## config.mk

```make
export PLATFORM = sky130hd
export DESIGN_NAME = kpi_top
export DESIGN_NICKNAME = d
export VERILOG_FILES = /design/src/kpi_pin_detect.v /design/src/kpi_evt_status.v /design/src/kpi_top.v
export VERILOG_INCLUDE_DIRS = /design/src
export SDC_FILE = /design/constraint.sdc
export NUM_CORES = 1
export LEC_CHECK = 0
export ABC_AREA = 1
export BUFFER_PORTS_ARGS = -buffer_cell sky130_fd_sc_hd__clkbuf_2
export CAP_MARGIN = 20
export CORE_MARGIN = 2
export CORE_UTILIZATION = 25
export DETAILED_ROUTE_END_ITERATION = 12
export PLACE_DENSITY = 0.48
export SYNTH_ARGS = -nofsm -noshare
export SYNTH_HDL_FRONTEND = slang
export SYNTH_SLANG_ARGS = --single-unit
```

## constraint.sdc

```tcl
create_clock -name core_clk -period 2.2 [get_ports core_clk]
set_input_delay 0.33 -clock core_clk [delete_from_list [all_inputs] [get_ports core_clk]]
set_output_delay 0.33 -clock core_clk [all_outputs]
set_load 0.02 [all_outputs]
```

## src/kpi_map.vh

```
// register map, field positions and reset values of the keypad pin interrupt block
`ifndef KPI_MAP_VH
`define KPI_MAP_VH

// register offsets (byte addresses on the plain register port)
`define KPI_ADDR_W          4
`define KPI_OFS_STATUS_CTRL 4'h0
`define KPI_OFS_PIN_ENABLE  4'h1
`define KPI_OFS_POLARITY    4'h2
`define KPI_OFS_PULL_ENABLE 4'h3
`define KPI_OFS_EVT_STATUS  4'h4
`define KPI_OFS_EVT_CLEAR   4'h5
`define KPI_OFS_EVT_ENABLE  4'h6

// status_control_register fields
`define KPI_SC_MODE_BIT     0
`define KPI_SC_IRQ_EN_BIT   1
`define KPI_SC_ACK_BIT      2
`define KPI_SC_FLAG_BIT     3

// event status / clear / enable layout
`define KPI_EVT_W           3
`define KPI_EVT_EDGE_BIT    0
`define KPI_EVT_LEVEL_BIT   1
`define KPI_EVT_HELD_BIT    2

// widths and reset values
`define KPI_PINS            8
`define KPI_DATA_W          8
`define KPI_RST_SC          4'h0
`define KPI_RST_PIN_ENABLE  8'h00
`define KPI_RST_POLARITY    8'h00
`define KPI_RST_PULL_ENABLE 8'h00
`define KPI_RST_EVT         3'h0

`endif

```

## src/kpi_pin_detect.v

```verilog
// per-pin sampling, polarity folding and synchronous edge detection
`timescale 1ns/1ps
`include "kpi_map.vh"

module kpi_pin_detect (
  input  wire                   core_clk,
  input  wire                   rst_n,
  input  wire [`KPI_PINS-1:0]   pin_in,
  input  wire [`KPI_PINS-1:0]   pin_enable,
  input  wire [`KPI_PINS-1:0]   polarity,
  output wire [`KPI_PINS-1:0]   pin_asserted,
  output wire [`KPI_PINS-1:0]   pin_edge
);

  reg [`KPI_PINS-1:0] sample_now;
  reg [`KPI_PINS-1:0] sample_last;

  genvar i;
  generate
    for (i = 0; i < `KPI_PINS; i = i + 1) begin : g_pin
      wire now_act;
      wire last_act;

      always @(posedge core_clk or negedge rst_n) begin
        if (!rst_n) begin
          sample_now[i]  <= 1'b0;
          sample_last[i] <= 1'b0;
        end else begin
          sample_now[i]  <= pin_in[i];
          sample_last[i] <= sample_now[i];
        end
      end

      // polarity 0 asserts low, polarity 1 asserts high
      assign now_act         = ~(sample_now[i] ^ polarity[i]);
      assign last_act        = ~(sample_last[i] ^ polarity[i]);
      assign pin_asserted[i] = pin_enable[i] & now_act;
      // deasserted in one bus cycle, asserted in the next
      assign pin_edge[i]     = pin_enable[i] & ~last_act & now_act;
    end
  endgenerate

endmodule

```

## src/kpi_evt_status.v

```verilog
// sticky event status with write-one clear, enable mask and merged request
`timescale 1ns/1ps
`include "kpi_map.vh"

module kpi_evt_status (
  input  wire                   core_clk,
  input  wire                   rst_n,
  input  wire [`KPI_EVT_W-1:0]  evt_set,
  input  wire                   clr_wr,
  input  wire                   ena_wr,
  input  wire [`KPI_EVT_W-1:0]  wdata,
  output reg  [`KPI_EVT_W-1:0]  evt_status,
  output reg  [`KPI_EVT_W-1:0]  evt_enable,
  output wire                   evt_pending
);

  genvar i;
  generate
    for (i = 0; i < `KPI_EVT_W; i = i + 1) begin : g_evt
      always @(posedge core_clk or negedge rst_n) begin
        if (!rst_n) begin
          evt_status[i] <= 1'b0;
        end else if (evt_set[i]) begin
          // a new event beats a clear in the same cycle
          evt_status[i] <= 1'b1;
        end else if (clr_wr && wdata[i]) begin
          evt_status[i] <= 1'b0;
        end
      end
    end
  endgenerate

  always @(posedge core_clk or negedge rst_n) begin
    if (!rst_n) begin
      evt_enable <= `KPI_RST_EVT;
    end else if (ena_wr) begin
      evt_enable <= wdata;
    end
  end

  assign evt_pending = |(evt_status & evt_enable);

endmodule

```

## src/kpi_top.v

```verilog
// keypad pin interrupt block: registers, arming, event flag and request
//
// Contract
// - per-pin polarity bit: 0 falling edge or low, 1 rising edge or high.
// - up to eight inputs, each with its own enable; disabled pins are ignored.
// - one mode bit makes all enabled pins edge-only or edge-and-level.
// - enabled pin sampled high then low next cycle is a falling edge.
// - enabled pin sampled low then high next cycle is a rising edge.
// - edges are armed only while every enabled pin is deasserted.
// - in edge-only mode a valid edge sets the sticky event flag.
// - flag set and interrupt enable set give an interrupt request.
// - writing one to the acknowledge bit clears the event flag.
// - in edge-and-level mode an edge or asserted level sets the flag.
// - in edge-and-level mode acknowledge clears only when all pins deasserted.
// - with pull enabled, polarity 0 selects pull-up, 1 selects pull-down.
// - flag reads one after an event; writes to the flag bit do nothing.
// - acknowledge reads zero; status bits seven to four read zero.
// - mode bit 0 gives edge-only, 1 gives edges and levels.
//
// The register offsets and the address-and-strobe port were chosen for this implementation.
`timescale 1ns/1ps
`include "kpi_map.vh"

module kpi_top (
  input  wire                    core_clk,
  input  wire                    rst_n,
  input  wire [`KPI_ADDR_W-1:0]  reg_addr,
  input  wire [`KPI_DATA_W-1:0]  reg_wdata,
  input  wire                    reg_wr,
  input  wire                    reg_rd,
  output reg  [`KPI_DATA_W-1:0]  reg_rdata,
  input  wire [`KPI_PINS-1:0]    kbd_pin,
  output reg                     irq,
  output reg  [`KPI_PINS-1:0]    pull_up_en,
  output reg  [`KPI_PINS-1:0]    pull_down_en
);

  ////////////////////////////////////////////////////////////////////////////
  // register state

  reg                          detect_mode_bit;
  reg                          irq_enable_bit;
  reg                          event_flag;
  reg  [`KPI_PINS-1:0]         pin_enable_register;
  reg  [`KPI_PINS-1:0]         edge_polarity_select;
  reg  [`KPI_PINS-1:0]         port_pull_enable;
  reg                          edge_armed;

  wire [`KPI_PINS-1:0]         pin_asserted;
  wire [`KPI_PINS-1:0]         pin_edge;
  wire [`KPI_EVT_W-1:0]        evt_status;
  wire [`KPI_EVT_W-1:0]        evt_enable;
  wire                         evt_pending;

  ////////////////////////////////////////////////////////////////////////////
  // address decode

  wire sel_sc;
  wire sel_pe;
  wire sel_pol;
  wire sel_pull;
  wire sel_evt_sts;
  wire sel_evt_clr;
  wire sel_evt_ena;

  assign sel_sc      = (reg_addr == `KPI_OFS_STATUS_CTRL);
  assign sel_pe      = (reg_addr == `KPI_OFS_PIN_ENABLE);
  assign sel_pol     = (reg_addr == `KPI_OFS_POLARITY);
  assign sel_pull    = (reg_addr == `KPI_OFS_PULL_ENABLE);
  assign sel_evt_sts = (reg_addr == `KPI_OFS_EVT_STATUS);
  assign sel_evt_clr = (reg_addr == `KPI_OFS_EVT_CLEAR);
  assign sel_evt_ena = (reg_addr == `KPI_OFS_EVT_ENABLE);

  wire wr_sc;
  wire wr_pe;
  wire wr_pol;
  wire wr_pull;
  wire ack_wr;

  assign wr_sc   = reg_wr & sel_sc;
  assign wr_pe   = reg_wr & sel_pe;
  assign wr_pol  = reg_wr & sel_pol;
  assign wr_pull = reg_wr & sel_pull;
  assign ack_wr  = wr_sc & reg_wdata[`KPI_SC_ACK_BIT];

  ////////////////////////////////////////////////////////////////////////////
  // pin sampling and edge finding

  kpi_pin_detect u_detect (
    .core_clk     (core_clk),
    .rst_n        (rst_n),
    .pin_in       (kbd_pin),
    .pin_enable   (pin_enable_register),
    .polarity     (edge_polarity_select),
    .pin_asserted (pin_asserted),
    .pin_edge     (pin_edge)
  );

  wire any_asserted;
  wire any_edge;
  wire edge_valid;
  wire level_valid;

  assign any_asserted = |pin_asserted;
  assign any_edge     = |pin_edge;

  // an edge only counts while armed
  assign edge_valid   = edge_armed & any_edge;
  // levels only count in edge-and-level mode
  assign level_valid  = detect_mode_bit & any_asserted;

  ////////////////////////////////////////////////////////////////////////////
  // arming: disarmed by any edge, rearmed once all enabled pins are idle

  reg next_edge_armed;

  always @* begin
    next_edge_armed = edge_armed;
    if (any_edge) begin
      next_edge_armed = 1'b0;
    end else if (!any_asserted) begin
      next_edge_armed = 1'b1;
    end
  end

  always @(posedge core_clk or negedge rst_n) begin
    if (!rst_n) begin
      edge_armed <= 1'b0;
    end else begin
      edge_armed <= next_edge_armed;
    end
  end

  ////////////////////////////////////////////////////////////////////////////
  // event flag

  wire flag_set;
  wire ack_allowed;
  wire ack_refused;

  assign flag_set    = edge_valid | level_valid;
  // in level mode an asserted pin holds the flag against acknowledge
  assign ack_allowed = ~detect_mode_bit | ~any_asserted;
  assign ack_refused = ack_wr & ~ack_allowed;

  reg next_event_flag;

  always @* begin
    next_event_flag = event_flag;
    if (flag_set) begin
      next_event_flag = 1'b1;
    end else if (ack_wr && ack_allowed) begin
      next_event_flag = 1'b0;
    end
  end

  // the flag bit of a write is ignored; only acknowledge clears it
  always @(posedge core_clk or negedge rst_n) begin
    if (!rst_n) begin
      event_flag <= 1'b0;
    end else begin
      event_flag <= next_event_flag;
    end
  end

  ////////////////////////////////////////////////////////////////////////////
  // control registers

  always @(posedge core_clk or negedge rst_n) begin
    if (!rst_n) begin
      detect_mode_bit <= 1'b0;
      irq_enable_bit  <= 1'b0;
    end else if (wr_sc) begin
      detect_mode_bit <= reg_wdata[`KPI_SC_MODE_BIT];
      irq_enable_bit  <= reg_wdata[`KPI_SC_IRQ_EN_BIT];
    end
  end

  always @(posedge core_clk or negedge rst_n) begin
    if (!rst_n) begin
      pin_enable_register <= `KPI_RST_PIN_ENABLE;
    end else if (wr_pe) begin
      pin_enable_register <= reg_wdata;
    end
  end

  always @(posedge core_clk or negedge rst_n) begin
    if (!rst_n) begin
      edge_polarity_select <= `KPI_RST_POLARITY;
    end else if (wr_pol) begin
      edge_polarity_select <= reg_wdata;
    end
  end

  always @(posedge core_clk or negedge rst_n) begin
    if (!rst_n) begin
      port_pull_enable <= `KPI_RST_PULL_ENABLE;
    end else if (wr_pull) begin
      port_pull_enable <= reg_wdata;
    end
  end

  ////////////////////////////////////////////////////////////////////////////
  // pull resistor steering

  reg [`KPI_PINS-1:0] next_pull_up_en;
  reg [`KPI_PINS-1:0] next_pull_down_en;

  always @* begin
    next_pull_up_en   = port_pull_enable & ~edge_polarity_select;
    next_pull_down_en = port_pull_enable & edge_polarity_select;
  end

  always @(posedge core_clk or negedge rst_n) begin
    if (!rst_n) begin
      pull_up_en   <= `KPI_RST_PULL_ENABLE;
      pull_down_en <= `KPI_RST_PULL_ENABLE;
    end else begin
      pull_up_en   <= next_pull_up_en;
      pull_down_en <= next_pull_down_en;
    end
  end

  ////////////////////////////////////////////////////////////////////////////
  // event status, clear and enable registers

  wire [`KPI_EVT_W-1:0] evt_set;

  assign evt_set[`KPI_EVT_EDGE_BIT]  = edge_valid;
  assign evt_set[`KPI_EVT_LEVEL_BIT] = level_valid;
  assign evt_set[`KPI_EVT_HELD_BIT]  = ack_refused;

  kpi_evt_status u_evt (
    .core_clk    (core_clk),
    .rst_n       (rst_n),
    .evt_set     (evt_set),
    .clr_wr      (reg_wr & sel_evt_clr),
    .ena_wr      (reg_wr & sel_evt_ena),
    .wdata       (reg_wdata[`KPI_EVT_W-1:0]),
    .evt_status  (evt_status),
    .evt_enable  (evt_enable),
    .evt_pending (evt_pending)
  );

  ////////////////////////////////////////////////////////////////////////////
  // interrupt request

  reg next_irq;

  always @* begin
    next_irq = (event_flag & irq_enable_bit) | evt_pending;
  end

  always @(posedge core_clk or negedge rst_n) begin
    if (!rst_n) begin
      irq <= 1'b0;
    end else begin
      irq <= next_irq;
    end
  end

  ////////////////////////////////////////////////////////////////////////////
  // read path: data stand only in the cycle after the read strobe

  wire [`KPI_DATA_W-1:0] sc_value;

  // acknowledge and upper bits read as zero
  assign sc_value = {4'h0, event_flag, 1'b0, irq_enable_bit, detect_mode_bit};

  reg [`KPI_DATA_W-1:0] next_reg_rdata;

  always @* begin
    next_reg_rdata = 8'h00;
    if (reg_rd) begin
      case (reg_addr)
        `KPI_OFS_STATUS_CTRL: begin
          next_reg_rdata = sc_value;
        end
        `KPI_OFS_PIN_ENABLE: begin
          next_reg_rdata = pin_enable_register;
        end
        `KPI_OFS_POLARITY: begin
          next_reg_rdata = edge_polarity_select;
        end
        `KPI_OFS_PULL_ENABLE: begin
          next_reg_rdata = port_pull_enable;
        end
        `KPI_OFS_EVT_STATUS: begin
          next_reg_rdata = {5'h00, evt_status};
        end
        `KPI_OFS_EVT_ENABLE: begin
          next_reg_rdata = {5'h00, evt_enable};
        end
        default: begin
          next_reg_rdata = 8'h00;
        end
      endcase
    end
  end

  always @(posedge core_clk or negedge rst_n) begin
    if (!rst_n) begin
      reg_rdata <= 8'h00;
    end else begin
      reg_rdata <= next_reg_rdata;
    end
  end

endmodule

```

==> run metrics <==
Hold Path Cell Cnt=1; WL/cell=12.5 µm; most common cell after layout, fill and taps aside=nand2_1; Worst Tran Pin Value=0.470 ns; crit path launch=edge_polarity_select[6]; cell area after synthesis=3140 µm²; die area=13500 µm²; Layout area overhead=24.5%; largest net degree at the start of global routing=41; main combinational cell family by area after synthesis=simple AND/OR/NAND/NOR gates; CTS tree=yes; post-synthesis sequential area ratio=59.8%; PwrDens=997 nW/µm²; io pins=49; CP Class=reg2reg; Final Power=0.00389 W; multiplexer area fraction after synthesis=0%; final hold slack=0.0890 ns; crit path max fanout=6; vias per cell=4.09; Max Buffers Root-to-Sink=2; Reg2Reg Depth=9; number of distinct library cells after synthesis=20; share of post-route cells with drive strength above 1=19.7%; Worst R2R Start=edge_polarity_select[6]; htree depth=3; setup repair bufs after CTS=0; # rows=40; DRT Wirelength=7290 µm; compound-gate portion of the synthesized area=10.3%; RSZ-0062 raised after global routing=false; Worst Path Required=2.43 ns; number of buffers created by CTS=9; vias after detailed routing=2388; Max Slew Vio Count=0; worst reg2reg path endpoint=event_flag; flip-flop and latch area=1880 µm²; fin crit share=60.0%; Core ar.=12100 µm²; Post-Synth Simple-Gate Area=20.1%; Worst VDD drop=0.000393 V; clock-pin slew on the worst setup and hold paths=0.06 ns; Pre-antenna DRT Iters=4; status=finished, final reports clean; HP Class=in2reg; port bufs=48; initial core utilization=25.9%; fillcell total=1320; Final TNS setup=0 ns; final hold viol count=0; Post-Synth Adder-Cell Area=0%; Synthesis Warnings=0; routability cong.=0.766; most frequent cells in the layout=109 x nand2_1, 75 x dfrtp_1, 63 x inv_1; initial antenna violation count=0; first-pass GRT wire length=11900 µm; clock sink total=75; Syn Nets=377; Die X-Extent=116 µm; Synth Area in XOR/XNOR=1.12%; Post-Syn Instances=353; Final ANT Viol Nets=0; crit path DAT=1.55 ns; clock skew=0.00679 ns; final net count=435; DRC viols=0; CP startpoint kind=register; remaining global-route overflow=0; P_leak=2.11 nW; clk_lat worst skew=0.34 ns; Global Route Usage Sum=12.0%; n_diodes=0; #FFs+latches synth=75; vias in the first global route=2370; HPWL after detailed placement=5180 µm; Die Ht=116 µm; Iter 0 DRT Violations=155; Hold Path End=u_detect.sample_now[3]; max frequency=0.757 GHz; Syn Area/Cell=8.89 µm²; Min Clock Period, post-route=1.32 ns; Maximum Capacitance Violations=0; relative slew slack=68.7%; Clock Root Buffer=clkbuf_16; hold path start=kbd_pin[3]; # setup viols final=0; Worst R2R Setup Slack=0.88 ns; CP Capture Type=register; area of the multi-input gates=991 µm²
[flip-flops by register name (all words and copies together), names as in the netlist, 3 cells and up]
register and cells:
pull_down_en 8, u_evt.evt_status 3, u_detect.sample_last 8, u_evt.evt_enable 3, pin_enable_register 8, port_pull_enable 8, pull_up_en 8, edge_polarity_select 8
reg_rdata 8, u_detect.sample_now 8
[final cells by class]
cell class	instances	area share, %
flip-flops and latches	75	48.0
multi-input cells	211	25.4
repair buffers	50	6.98
clock buffers	12	6.82
inverters	64	6.18
well taps	168	5.38
clock inverters	4	1.22
[per-layer routing]
layer | part of all wire (%) | vias to the layer above | global-route usage (%) | routed length (µm)
met5 | 0 | - | 0 | 0
met4 | 1.6 | 0 | 5.48 | 114
met3 | 3.8 | 10 | 3.82 | 275
met2 | 47 | 44 | 18.4 | 3420
met1 | 48 | 1125 | 15.6 | 3480
li1 | - | 1209 | - | -
[report_power, final]
| group | switching (W) | internal, W |
|---|---|---|
| logic | 0.000402 | 0.000219 |
| registers | 0.000151 | 0.00159 |
| clock network | 0.000569 | 0.000966 |
| total | 0.00112 | 0.00277 |
[cell usage after synthesis, drive strengths merged]
| cell | count | share of area [%] |
|---|---|---|
| inv | 63 | 7.5 |
| nand3 | 16 | 2.9 |
| a21oi | 5 | 0.80 |
| dfrtp | 75 | 60 |
| o22ai | 7 | 1.4 |
| clkinv | 1 | 0.16 |
| o21ai | 38 | 7.0 |
| nor2 | 25 | 3.5 |
| buf | 3 | 0.88 |
| nand2 | 110 | 13 |
| xor2 | 4 | 1.1 |
| o221ai | 4 | 1.1 |
| nor3 | 2 | 0.32 |
[worst max-delay path by stage]
stage,endpoint,cells past startpoint
floorplan,pin_enable_register[6],7
global placement,reg_rdata[1],6
detailed placement,reg_rdata[1],9
CTS,event_flag,9
global route,event_flag,9
finish,event_flag,9
[cells by family (layout without fill, tap and decap cells)]
family / after synthesis / count (layout)
and+or+nand+nor: 153 / 153
DFF: 75 / 75
buffers and inverters: 67 / 130
AOI/OAI and AO/OA: 54 / 54
xor gates and xnor gates: 4 / 4
[repair_timing]
action / CTS / global route
hold buffers: 1 / 0
resized for setup: 0 / 0
hold endpoints to repair: 35 / 0
[metrics by stage]
| step | cell area [µm²] | worst slack (ns) | instances | util [%] |
|---|---|---|---|---|
| floorplan | 3140 | 1.06 | 353 | - |
| global placement | 3580 | 0.760 | 567 | 29.6 |
| detailed placement | 3580 | 0.708 | 567 | 29.6 |
| CTS | 3910 | 0.852 | 584 | 32.3 |
| global route | 3910 | 0.706 | 584 | 32.3 |
| finish | 3910 | 0.879 | 584 | 32.3 |
[critical path, stage by stage, from the launching register on]
cell,delay (ns)
dfrtp_1,0.43
inv_1,0.08
nand2_1,0.06
nand2_1,0.06
nand2_1,0.06
nand2_1,0.07
nor2_1,0.11
nand2_1,0.12
a21oi_1,0.14
nand2_1,0.06
Note: power is estimated with default switching activity, not from simulation.
